**config.mk**
```make
export PLATFORM = sky130hd
export DESIGN_NAME = gpm_port
export DESIGN_NICKNAME = d
export VERILOG_FILES = /design/src/hdl/gpm_pkg.sv /design/src/hdl/gpm_pin_sync.sv /design/src/hdl/gpm_port.sv
export SDC_FILE = /design/constraint.sdc
export NUM_CORES = 1
export LEC_CHECK = 0
export BUFFER_PORTS_ARGS = -buffer_cell sky130_fd_sc_hd__clkbuf_2
export CORE_AREA = 2 2 116 118
export DETAILED_ROUTE_END_ITERATION = 7
export DIE_AREA = 0 0 118 120
export GPL_ROUTABILITY_DRIVEN = 0
export PLACE_DENSITY_LB_ADDON = 0.1
export SLEW_MARGIN = 0
export SYNTH_ARGS = -nofsm -noshare
export SYNTH_HDL_FRONTEND = slang
export SYNTH_SLANG_ARGS = --single-unit
export TNS_END_PERCENT = 20
```
**constraint.sdc**
```tcl
create_clock -name CLK -period 3.46 [get_ports CLK]
set_input_delay 0.346 -clock CLK [delete_from_list [all_inputs] [get_ports CLK]]
set_output_delay 0.346 -clock CLK [all_outputs]
set_load 0.03 [all_outputs]
```
**src/hdl/gpm_pkg.sv**
```systemverilog
// register map, field layouts and state types of the masked gpio port
// shared by the port top and its pin synchroniser; no module logic here
package gpm_pkg;

  localparam int NPINS = 8;
  localparam int ADDR_W = 12;
  localparam int DATA_W = 32;
  localparam int SYNC_DEPTH = 3;

  // data window: every word in 0x000..0x3FC, mask taken from address 9:2
  localparam int MASK_LSB = 2;
  localparam int MASK_MSB = 9;
  localparam logic [ADDR_W-1:0] DATA_WIN_LAST = 12'h3FC;

  localparam logic [ADDR_W-1:0] OFF_DIRECTION = 12'h400;
  localparam logic [ADDR_W-1:0] OFF_SENSE = 12'h404;
  localparam logic [ADDR_W-1:0] OFF_DUAL_EDGE = 12'h408;
  localparam logic [ADDR_W-1:0] OFF_POLARITY = 12'h40C;
  localparam logic [ADDR_W-1:0] OFF_IRQ_MASK = 12'h410;
  localparam logic [ADDR_W-1:0] OFF_RAW_STATUS = 12'h414;
  localparam logic [ADDR_W-1:0] OFF_MASKED_STATUS = 12'h418;
  localparam logic [ADDR_W-1:0] OFF_IRQ_CLEAR = 12'h41C;
  localparam logic [ADDR_W-1:0] OFF_HW_SELECT = 12'h420;

  localparam logic [NPINS-1:0] RST_PIN_REG = 8'h00;
  localparam logic [DATA_W-1:0] RST_WORD = 32'h0000_0000;

  typedef struct packed {
    logic [NPINS-1:0] out;
    logic [NPINS-1:0] oe;
  } gpm_hw_ctl_t;

  typedef struct packed {
    logic [NPINS-1:0] port_data_reg;
    logic [NPINS-1:0] direction_reg;
    logic [NPINS-1:0] detect_sense_reg;
    logic [NPINS-1:0] dual_edge_reg;
    logic [NPINS-1:0] event_polarity_reg;
    logic [NPINS-1:0] irq_mask_reg;
    logic [NPINS-1:0] hw_control_select_reg;
    logic [NPINS-1:0] edge_latch_reg;
    logic [NPINS-1:0] prev_pin_reg;
    logic [NPINS-1:0] raw_irq_status_reg;
    logic [NPINS-1:0] masked_irq_status_reg;
    logic [DATA_W-1:0] rdata_reg;
  } gpm_state_t;

  typedef struct packed {
    logic [SYNC_DEPTH-1:0] [NPINS-1:0] stage;
    logic [NPINS-1:0] stable;
  } gpm_sync_state_t;

endpackage

```
**src/hdl/gpm_pin_sync.sv**
```systemverilog
// three-stage synchroniser for the eight input pins
// assumes pins are asynchronous to CLK; a change counts once stages 1 and 2
// agree, which filters a single-cycle glitch at the cost of one more cycle
`timescale 1ns/1ps
module gpm_pin_sync (
  input wire logic CLK,
  input wire logic RST,
  input wire logic [gpm_pkg::NPINS-1:0] PIN_RAW,
  output logic [gpm_pkg::NPINS-1:0] PIN_STABLE
);
  import gpm_pkg::*;

  gpm_sync_state_t state_reg;
  gpm_sync_state_t state_next;

  always_comb begin
    state_next = state_reg;
    state_next.stage[0] = PIN_RAW;
    // stage 0 feeds stage 1 only
    state_next.stage[1] = state_reg.stage[0];
    state_next.stage[2] = state_reg.stage[1];
    for (int i = 0; i < NPINS; i++) begin
      if (state_reg.stage[1][i] == state_reg.stage[2][i]) begin
        state_next.stable[i] = state_reg.stage[2][i];
      end
    end
  end

  always_ff @(posedge CLK) begin
    if (RST) begin
      state_reg <= '0;
    end else begin
      state_reg <= state_next;
    end
  end

  assign PIN_STABLE = state_reg.stable;

endmodule

```
**src/hdl/gpm_port.sv**
```systemverilog
// eight-line masked gpio port with per-pin interrupt detection, apb slave
// assumes an apb host on CLK, pins asynchronous, hw control from on chip
// Function
// - software mode drives written data bits onto pins set as outputs
// - data writes change only bits whose address mask bit is one
// - data reads return zero for bits whose address mask bit is zero
// - unmasked read gives written value for outputs, pin value for inputs
// - direction one makes output, zero input; reset leaves all inputs
// - sense bit one selects level detection, zero edge detection
// - dual-edge bit makes both edges trigger, else polarity decides
// - polarity one selects rising or high, zero falling or low
// - mask bit one lets detection raise its interrupt and combined line
// - raw status shows detected trigger conditions before masking
// - masked status is raw status gated by the mask bit
// - masked status bits are driven continuously on chip
// - reset clears all data, config and status registers
// - writing one to interrupt clear drops that pin's edge latch
// - hardware select bit hands the line to hardware control
`timescale 1ns/1ps
module gpm_port (
  input wire logic CLK,
  input wire logic RST,
  input wire logic PSEL,
  input wire logic PENABLE,
  input wire logic PWRITE,
  input wire logic [gpm_pkg::ADDR_W-1:0] PADDR,
  input wire logic [gpm_pkg::DATA_W-1:0] PWDATA,
  output logic [gpm_pkg::DATA_W-1:0] PRDATA,
  output logic PREADY,
  output logic PSLVERR,
  input wire logic [gpm_pkg::NPINS-1:0] PIN_IN,
  output logic [gpm_pkg::NPINS-1:0] PIN_OUT,
  output logic [gpm_pkg::NPINS-1:0] PIN_OE,
  input wire gpm_pkg::gpm_hw_ctl_t HW_CTL,
  output logic [gpm_pkg::NPINS-1:0] MASKED_STATUS,
  output logic COMBINED_IRQ
);
  import gpm_pkg::*;

  gpm_state_t state_reg;
  gpm_state_t state_next;

  logic [NPINS-1:0] pin_in;
  logic [NPINS-1:0] rise;
  logic [NPINS-1:0] fall;
  logic [NPINS-1:0] edge_ev;
  logic [NPINS-1:0] level_hit;
  logic [NPINS-1:0] addr_mask;
  logic [NPINS-1:0] clear_bits;
  logic [NPINS-1:0] data_view;
  logic setup_ph;
  logic access_ph;
  logic wr_acc;
  logic mapped;

  function automatic logic hit(input logic [ADDR_W-1:0] a,
                               input logic [ADDR_W-1:0] off);
    hit = (a == off);
  endfunction

  function automatic logic in_data_win(input logic [ADDR_W-1:0] a);
    in_data_win = (a <= DATA_WIN_LAST) && (a[1:0] == 2'h0);
  endfunction

  function automatic logic [NPINS-1:0] merge(input logic [NPINS-1:0] old_v,
                                             input logic [NPINS-1:0] new_v,
                                             input logic [NPINS-1:0] sel);
    merge = (old_v & ~sel) | (new_v & sel);
  endfunction

  gpm_pin_sync u_sync (
    .CLK(CLK),
    .RST(RST),
    .PIN_RAW(PIN_IN),
    .PIN_STABLE(pin_in)
  );

  assign setup_ph = PSEL && !PENABLE;
  assign access_ph = PSEL && PENABLE;
  assign wr_acc = access_ph && PWRITE;
  assign addr_mask = PADDR[MASK_MSB:MASK_LSB];
  // word-aligned register decode; unaligned offsets count as unmapped
  assign mapped = in_data_win(PADDR) || hit(PADDR, OFF_DIRECTION)
                  || hit(PADDR, OFF_SENSE) || hit(PADDR, OFF_DUAL_EDGE)
                  || hit(PADDR, OFF_POLARITY) || hit(PADDR, OFF_IRQ_MASK)
                  || hit(PADDR, OFF_RAW_STATUS)
                  || hit(PADDR, OFF_MASKED_STATUS)
                  || hit(PADDR, OFF_IRQ_CLEAR) || hit(PADDR, OFF_HW_SELECT);

  // pin view: written value for outputs, synchronised pin for inputs
  assign data_view = (state_reg.port_data_reg & state_reg.direction_reg)
                     | (pin_in & ~state_reg.direction_reg);

  assign rise = pin_in & ~state_reg.prev_pin_reg;
  assign fall = ~pin_in & state_reg.prev_pin_reg;
  // edge trigger only counts on edge-mode pins
  assign edge_ev = ~state_reg.detect_sense_reg
                   & ((state_reg.dual_edge_reg & (rise | fall))
                   | (~state_reg.dual_edge_reg
                   & ((state_reg.event_polarity_reg & rise)
                   | (~state_reg.event_polarity_reg & fall))));
  assign level_hit = (state_reg.event_polarity_reg & pin_in)
                     | (~state_reg.event_polarity_reg & ~pin_in);
  assign clear_bits = (wr_acc && hit(PADDR, OFF_IRQ_CLEAR)) ?
                      PWDATA[NPINS-1:0] : RST_PIN_REG;

  always_comb begin
    state_next = state_reg;
    state_next.prev_pin_reg = pin_in;
    if (wr_acc) begin
      if (in_data_win(PADDR)) begin
        state_next.port_data_reg = merge(state_reg.port_data_reg,
          PWDATA[NPINS-1:0], addr_mask);
      end
      if (hit(PADDR, OFF_DIRECTION)) begin
        state_next.direction_reg = PWDATA[NPINS-1:0];
      end
      if (hit(PADDR, OFF_SENSE)) begin
        state_next.detect_sense_reg = PWDATA[NPINS-1:0];
      end
      if (hit(PADDR, OFF_DUAL_EDGE)) begin
        state_next.dual_edge_reg = PWDATA[NPINS-1:0];
      end
      if (hit(PADDR, OFF_POLARITY)) begin
        state_next.event_polarity_reg = PWDATA[NPINS-1:0];
      end
      if (hit(PADDR, OFF_IRQ_MASK)) begin
        state_next.irq_mask_reg = PWDATA[NPINS-1:0];
      end
      if (hit(PADDR, OFF_HW_SELECT)) begin
        state_next.hw_control_select_reg = PWDATA[NPINS-1:0];
      end
    end
    // a new edge in the clearing cycle wins over the clear
    state_next.edge_latch_reg = (state_reg.edge_latch_reg & ~clear_bits)
                                | edge_ev;
    // level pins follow the pin, only edge pins latch
    state_next.raw_irq_status_reg =
      (state_next.detect_sense_reg & level_hit)
      | (~state_next.detect_sense_reg
      & state_next.edge_latch_reg);
    state_next.masked_irq_status_reg = state_next.raw_irq_status_reg
      & state_next.irq_mask_reg;
    // read data captured in setup so it is steady through access
    if (setup_ph && !PWRITE) begin
      state_next.rdata_reg = RST_WORD;
      if (in_data_win(PADDR)) begin
        state_next.rdata_reg[NPINS-1:0] = data_view & addr_mask;
      end else if (hit(PADDR, OFF_DIRECTION)) begin
        state_next.rdata_reg[NPINS-1:0] = state_reg.direction_reg;
      end else if (hit(PADDR, OFF_SENSE)) begin
        state_next.rdata_reg[NPINS-1:0] = state_reg.detect_sense_reg;
      end else if (hit(PADDR, OFF_DUAL_EDGE)) begin
        state_next.rdata_reg[NPINS-1:0] = state_reg.dual_edge_reg;
      end else if (hit(PADDR, OFF_POLARITY)) begin
        state_next.rdata_reg[NPINS-1:0] = state_reg.event_polarity_reg;
      end else if (hit(PADDR, OFF_IRQ_MASK)) begin
        state_next.rdata_reg[NPINS-1:0] = state_reg.irq_mask_reg;
      end else if (hit(PADDR, OFF_RAW_STATUS)) begin
        state_next.rdata_reg[NPINS-1:0] = state_reg.raw_irq_status_reg;
      end else if (hit(PADDR, OFF_MASKED_STATUS)) begin
        state_next.rdata_reg[NPINS-1:0] = state_reg.masked_irq_status_reg;
      end else if (hit(PADDR, OFF_HW_SELECT)) begin
        state_next.rdata_reg[NPINS-1:0] = state_reg.hw_control_select_reg;
      end
    end
  end

  always_ff @(posedge CLK) begin
    if (RST) begin
      state_reg <= '0;
    end else begin
      state_reg <= state_next;
    end
  end

  assign PRDATA = state_reg.rdata_reg;
  assign PREADY = 1'b1;
  assign PSLVERR = access_ph && !mapped;
  // software mode drives data where direction says output
  assign PIN_OUT = merge(state_reg.port_data_reg, HW_CTL.out,
                         state_reg.hw_control_select_reg);
  assign PIN_OE = merge(state_reg.direction_reg, HW_CTL.oe,
                        state_reg.hw_control_select_reg);
  assign MASKED_STATUS = state_reg.masked_irq_status_reg;
  assign COMBINED_IRQ = |state_reg.masked_irq_status_reg;

  // helper for the read check below
  logic [NPINS-1:0] exp_read;
  assign exp_read = data_view & addr_mask;

  masked_write_a: assert property (
    @(posedge CLK) disable iff (RST)
    (wr_acc && in_data_win(PADDR)) |=>
      state_reg.port_data_reg == (($past(state_reg.port_data_reg)
      & ~$past(addr_mask)) | ($past(PWDATA[NPINS-1:0]) & $past(addr_mask))))
    else $error("masked data write changed wrong bits");

  data_read_a: assert property (
    @(posedge CLK) disable iff (RST)
    (setup_ph && !PWRITE && in_data_win(PADDR)) |=>
      PRDATA == {24'h000000, $past(exp_read)})
    else $error("data read does not match masked pin view");

  software_drive_a: assert property (
    @(posedge CLK) disable iff (RST)
    ((PIN_OUT & ~state_reg.hw_control_select_reg)
      == (state_reg.port_data_reg & ~state_reg.hw_control_select_reg))
    && ((PIN_OE & ~state_reg.hw_control_select_reg)
      == (state_reg.direction_reg & ~state_reg.hw_control_select_reg)))
    else $error("software pin drive wrong");

  hw_select_a: assert property (
    @(posedge CLK) disable iff (RST)
    ((PIN_OUT & state_reg.hw_control_select_reg)
      == (HW_CTL.out & state_reg.hw_control_select_reg))
    && ((PIN_OE & state_reg.hw_control_select_reg)
      == (HW_CTL.oe & state_reg.hw_control_select_reg)))
    else $error("hardware line not handed over");

  edge_hold_a: assert property (
    @(posedge CLK) disable iff (RST)
    (state_reg.edge_latch_reg != 8'h00 && clear_bits == 8'h00) |=>
      ((state_reg.edge_latch_reg & $past(state_reg.edge_latch_reg))
      == $past(state_reg.edge_latch_reg)))
    else $error("edge latch dropped without clear");

  edge_clear_a: assert property (
    @(posedge CLK) disable iff (RST)
    (clear_bits != 8'h00) |=>
      ((state_reg.edge_latch_reg & $past(clear_bits) & ~$past(edge_ev))
      == 8'h00))
    else $error("interrupt clear did not drop edge latch");

  dual_edge_a: assert property (
    @(posedge CLK) disable iff (RST)
    ((rise | fall) & ~state_reg.detect_sense_reg
      & state_reg.dual_edge_reg) != 8'h00 |=>
      ((state_reg.edge_latch_reg & $past(rise | fall)
      & $past(~state_reg.detect_sense_reg & state_reg.dual_edge_reg))
      == ($past(rise | fall)
      & $past(~state_reg.detect_sense_reg & state_reg.dual_edge_reg))))
    else $error("both-edge trigger missed");

  level_follow_a: assert property (
    @(posedge CLK) disable iff (RST)
    ##1 ((state_reg.raw_irq_status_reg & state_reg.detect_sense_reg)
      == ($past(level_hit) & state_reg.detect_sense_reg
      & $past(state_reg.detect_sense_reg))
      || $past(state_reg.detect_sense_reg) != state_reg.detect_sense_reg))
    else $error("level status does not follow the pin");

  combined_irq_a: assert property (
    @(posedge CLK) disable iff (RST)
    (COMBINED_IRQ == (MASKED_STATUS != 8'h00))
    && ((MASKED_STATUS & ~state_reg.irq_mask_reg) == 8'h00)
    && ((MASKED_STATUS & state_reg.irq_mask_reg)
      == (state_reg.raw_irq_status_reg & state_reg.irq_mask_reg)))
    else $error("masked status or combined irq wrong");

  reset_clear_a: assert property (
    @(posedge CLK)
    RST |=> (state_reg.port_data_reg == 8'h00
      && state_reg.direction_reg == 8'h00 && PIN_OE == 8'h00
      && state_reg.raw_irq_status_reg == 8'h00 && COMBINED_IRQ == 1'b0))
    else $error("reset left a register set");

  dir_write_a: assert property (
    @(posedge CLK) disable iff (RST)
    (wr_acc && hit(PADDR, OFF_DIRECTION)) |=>
      state_reg.direction_reg == $past(PWDATA[NPINS-1:0]))
    else $error("direction write not taken");

  sense_write_a: assert property (
    @(posedge CLK) disable iff (RST)
    (wr_acc && hit(PADDR, OFF_SENSE)) |=>
      state_reg.detect_sense_reg == $past(PWDATA[NPINS-1:0]))
    else $error("sense write not taken");

  dual_write_a: assert property (
    @(posedge CLK) disable iff (RST)
    (wr_acc && hit(PADDR, OFF_DUAL_EDGE)) |=>
      state_reg.dual_edge_reg == $past(PWDATA[NPINS-1:0]))
    else $error("dual-edge write not taken");

  polarity_write_a: assert property (
    @(posedge CLK) disable iff (RST)
    (wr_acc && hit(PADDR, OFF_POLARITY)) |=>
      state_reg.event_polarity_reg == $past(PWDATA[NPINS-1:0]))
    else $error("polarity write not taken");

  mask_write_a: assert property (
    @(posedge CLK) disable iff (RST)
    (wr_acc && hit(PADDR, OFF_IRQ_MASK)) |=>
      state_reg.irq_mask_reg == $past(PWDATA[NPINS-1:0]))
    else $error("mask write not taken");

  data_keep_a: assert property (
    @(posedge CLK) disable iff (RST)
    !(wr_acc && in_data_win(PADDR)) |=> $stable(state_reg.port_data_reg))
    else $error("data register changed without a data write");

  read_output_a: assert property (
    @(posedge CLK) disable iff (RST)
    (setup_ph && !PWRITE && in_data_win(PADDR)) |=>
      ((PRDATA[NPINS-1:0] ^ $past(state_reg.port_data_reg))
      & $past(state_reg.direction_reg & addr_mask)) == 8'h00)
    else $error("output pin read is not the written value");

  read_input_a: assert property (
    @(posedge CLK) disable iff (RST)
    (setup_ph && !PWRITE && in_data_win(PADDR)) |=>
      ((PRDATA[NPINS-1:0] ^ $past(pin_in))
      & $past(~state_reg.direction_reg & addr_mask)) == 8'h00)
    else $error("input pin read is not the pin level");

  read_upper_a: assert property (
    @(posedge CLK) disable iff (RST)
    PRDATA[DATA_W-1:NPINS] == 24'h000000)
    else $error("read data upper bits not zero");

  clear_read_a: assert property (
    @(posedge CLK) disable iff (RST)
    (setup_ph && !PWRITE && hit(PADDR, OFF_IRQ_CLEAR)) |=>
      PRDATA == RST_WORD)
    else $error("interrupt clear register is readable");

  // pins in single-edge mode, for the edge checks below
  logic [NPINS-1:0] single_edge;
  assign single_edge = ~state_reg.detect_sense_reg
                       & ~state_reg.dual_edge_reg;

  rise_edge_a: assert property (
    @(posedge CLK) disable iff (RST)
    (rise & single_edge & state_reg.event_polarity_reg) != 8'h00 |=>
      ((state_reg.edge_latch_reg
      & $past(rise & single_edge & state_reg.event_polarity_reg))
      == $past(rise & single_edge & state_reg.event_polarity_reg)))
    else $error("rising edge missed");

  fall_edge_a: assert property (
    @(posedge CLK) disable iff (RST)
    (fall & single_edge & ~state_reg.event_polarity_reg) != 8'h00 |=>
      ((state_reg.edge_latch_reg
      & $past(fall & single_edge & ~state_reg.event_polarity_reg))
      == $past(fall & single_edge & ~state_reg.event_polarity_reg)))
    else $error("falling edge missed");

  // level pins must never feed the edge latch, else a stale edge shows
  level_no_latch_a: assert property (
    @(posedge CLK) disable iff (RST)
    1'b1 |=> (state_reg.edge_latch_reg & $past(state_reg.detect_sense_reg
      & ~state_reg.edge_latch_reg)) == 8'h00)
    else $error("level pin latched an edge");

endmodule

```
==> summary.md <==
| Metric | Value |
|---|---|
| Slowest stage cell, crit path | `or4_1` |
| R2R setup slack | `approximately 1.5 ns` |
| WL/cell | `16.3 um` |
| CP arrival | `2.73 ns` |
| Final worst setup slack | `between 1 and 1.5 ns` |
| First-pass GRT wire length | `around 26 mm` |
| CTS tree | `built` |
| Layout cell share with drive strength beyond 1 | `21.8%` |
| RR Startpoint | `u_sync.PIN_STABLE[4]$_SDFFE_PP0N_` |
| Cts hold-fix bufs | `0` |
| Starting Density | `48.9%` |
| Yosys top cell by area | `dfxtp_1` |
| Footprint of the multi-input gates | `3340 um2` |
| Critical path required time | `3.74 ns` |
| Clk_skew | `0.00399 ns` |
| RR Endpoint | `state_reg[44]$_SDFF_PP0_` |
| Grt total ovfl | `0` |
| Clock Latency Late Sink | `0.41 ns` |
| NetSw | `just over 0.8 mW` |
| EDFF count, synth | `0` |
| Clk slew on worst S/H paths | `0.06 ns` |
| Post-synth top area share | `40.4%` |
| Synthesized cell area | `6340 um2` |
| Pwr Density | `roughly 500 nW/um2` |
| Number of max-cap violations | `0` |
| Core area | `13000 um2` |
| Unrepaired setup endpoints after global routing | `no` |
| Fraction of registers with async set/reset | `0%` |
| Via Count | `between 5k and 6k` |
| P&R area growth vs syn | `15.9%` |
| TritonCTS Buffers | `17` |
| Gr usage total | `23.1%` |
| Antenna viol nets, final | `0` |
| Final HPWL DP | `11.4 mm` |
| Status | `finished, final reports clean` |
| Remaining routing DRC violations | `0` |
| Clk pwr share | `53.4%` |
| Largest net degree at the start of global routing | `67` |
| Register Area | `2560 um2` |
| Worst Reg-to-Reg Cells | `7` |
| VDD IR max | `0.274 mV` |
| Combinational share of power | `5.8%` |
| CP Max Fanout | `14` |
| Minimum clock period | `~2.5 ns` |
| Worst Setup End Kind | `flop` |
| Synth Instances | `729` |
| Vias in the first global route | `between 4k and 5k` |
| Static leakage power | `3.02 nW` |
| Syn Area/Cell | `~8.7 um2` |
| Hold path start | `PIN_IN[1]` |
| Achievable clock frequency | `about 410 MHz` |
| Final core utilization | `56.6%` |
| Post-synth cell types | `50` |
| CP startpoint kind | `primary input` |
| Worst-Margin Slew | `0.793 ns` |
| ANT cells | `0` |
| Total negative slack | `0 ns` |
| Final Hold Vio Count | `0` |
| Cell Int Power | `2.85 mW` |
| Hold Path Class | `primary input to flop` |
| NumNets Final | `873` |
| Clock net sink count | `128` |
| Post-CTS Resized | `0` |
| Pwr Total | `around 3.7 mW` |
| Top cells by area, synth | `dfxtp_1 (40%), mux2_2 (5.9%), mux2i_1 (5.8%)` |
| Synth warnings | `0` |
| Primary FF master, synth | `dfxtp_1` |
| Via/cell ratio | `5.46` |
| Die height | `120 um` |
| Clock root buffer master | `clkbuf_16` |
| Place WS | `around 0.59 ns` |
| Rows | `42` |
| Worst slew margin | `47.0%` |
| H-tree Lvls | `4` |
| Period utilization | `approximately 70%` |
| Longest Clk Path Bufs | `2` |
| Setup Buffers After CTS | `0` |
| Port buffer count | `82` |
| DIE WIDTH | `118 um` |
| Final wirelength | `15.9 mm` |
| Worst-path cell chain | `clkbuf_2 > or4b_1 > or4_1 > a211oi_1 > mux2_2 > nor2_1` |
| Fill count | `1233` |
| Io pins | `132` |
| Post-synthesis sequential area ratio | `about two fifths` |
| Antenna violations before repair | `0` |
| Final setup viols | `0` |
| DR iter-0 viols | `365` |
| Hold Path Cell Cnt | `2` |
| Sequential share of power | `between 40% and 50%` |
| Hold Crit Endpoint | `u_sync.state_next[17]$_SDFF_PP0_` |
| DRT Pass-1 Iters | `5` |
| Max FFs per register | `72` |
| WS Path Type | `primary input to flop` |
| Seq cells post-synth | `around 130` |
| Total die area | `14200 um2` |
| Switching Fraction | `22.5%` |
| Max incr delay on CP | `about 0.77 ns` |
| Final slew viol count | `0` |
-- cells by family (layout without fill, tap and decap cells) --
family,count (synthesis),after routing,synth area share [%]
AO/OA/AOI/OAI,149,149,14.5
AND/OR/NAND/NOR,255,255,20.2
adder cells (fa/ha/maj),16,16,3.16
other,2,25,0.118
multiplexers,71,71,12.1
buffers and inverters,100,145,8.42
flip-flops,128,128,40.4
XOR/XNOR,8,8,1.10
-- cells in the mapped netlist (2+ instances only) --
cell	n
dfxtp_1	128
nor2_1	84
nand2_1	69
a21oi_1	67
buf_4	41
mux2i_1	37
nor2b_1	37
mux2_2	33
clkbuf_1	32
o21ai_0	23
inv_1	22
ha_1	16
a211oi_1	13
nand3_1	11
nor3_2	10
nor4_1	8
o21a_1	8
xor2_1	8
and3_1	7
nor3_1	7
a22o_1	6
a32oi_1	6
o22ai_1	6
a211o_1	5
a311oi_1	5
buf_2	4
a2bb2oi_1	3
or3_1	3
or4_1	3
a221oi_1	2
a31oi_1	2
conb_1	2
nand2b_1	2
nand4_1	2
nor4b_1	2
-- cells in the final DEF, fill, tap and decap left out, drive strengths merged, types with 18 or more instances in the layout --
cell,instances
dfxtp,128
mux2,33
mux2i,37
nand2,69
a21oi,67
clkbuf,99
conb,25
nor2b,37
nor3,18
inv,23
nor2,84
o21ai,23
-- stage by stage --
stage               hold WS, ns  instances  area, um2
floorplan                 0.414        752       6430
global placement          0.416        941       6700
detailed placement        0.422        941       6700
CTS                       0.124        973       7350
global route              0.139        973       7350
finish                    0.136        973       7350
-- per-layer routing --
| layer | vias up | GRT usage [%] | part of all wire, % |
|---|---|---|---|
| met4 | 0 | 8.51 | 1.7 |
| li1 | 2576 | - | - |
| met2 | 178 | 37.1 | 47 |
| met1 | 2541 | 30.5 | 45 |
| met5 | - | 0 | 0 |
| met3 | 22 | 5.42 | 6.1 |
-- worst max-delay path, delay by kind of cell --
kind	cells	cell delay [ns]
mux	1	0.25
compound gates	1	0.44
buf+inv	1	0.25
simple gates	3	1.44
-- power groups by stage --
stage / combinational [mW] / clock, mW / sequential (mW)
after floorplan: 0.164 / 0 / 1.53
after global placement: 0.208 / 0 / 1.53
after detailed placement: 0.212 / 0 / 1.53
after CTS: 0.212 / 1.99 / 1.50
after global routing: 0.231 / 2.06 / 1.50
final: 0.214 / 1.96 / 1.50
-- worst max-delay path by stage --
stage          startpoint  slack (ns)                           to
4_1_cts          PADDR[1]        1.02     state_reg[44]$_SDFF_PP0_
3_5_place_dp     PADDR[1]        0.59     state_reg[44]$_SDFF_PP0_
6_report         PADDR[1]        1.01     state_reg[44]$_SDFF_PP0_
3_3_place_gp     PADDR[1]        0.69     state_reg[40]$_SDFF_PP0_
2_1_floorplan    PADDR[5]        1.20  MASKED_STATUS[0]$_SDFF_PP0_
5_1_grt          PADDR[1]        0.88  MASKED_STATUS[4]$_SDFF_PP0_
-- layout make-up --
type / instances / share of cell area (%)
multi-input cells: 524 / 45.4
repair buffers: 91 / 6.71
clock buffers: 18 / 5.98
well taps: 176 / 3.00
flip-flops and latches: 128 / 34.9
clock inverters: 14 / 2.89
inverters: 22 / 1.12
(Power assumes the default switching activity.)
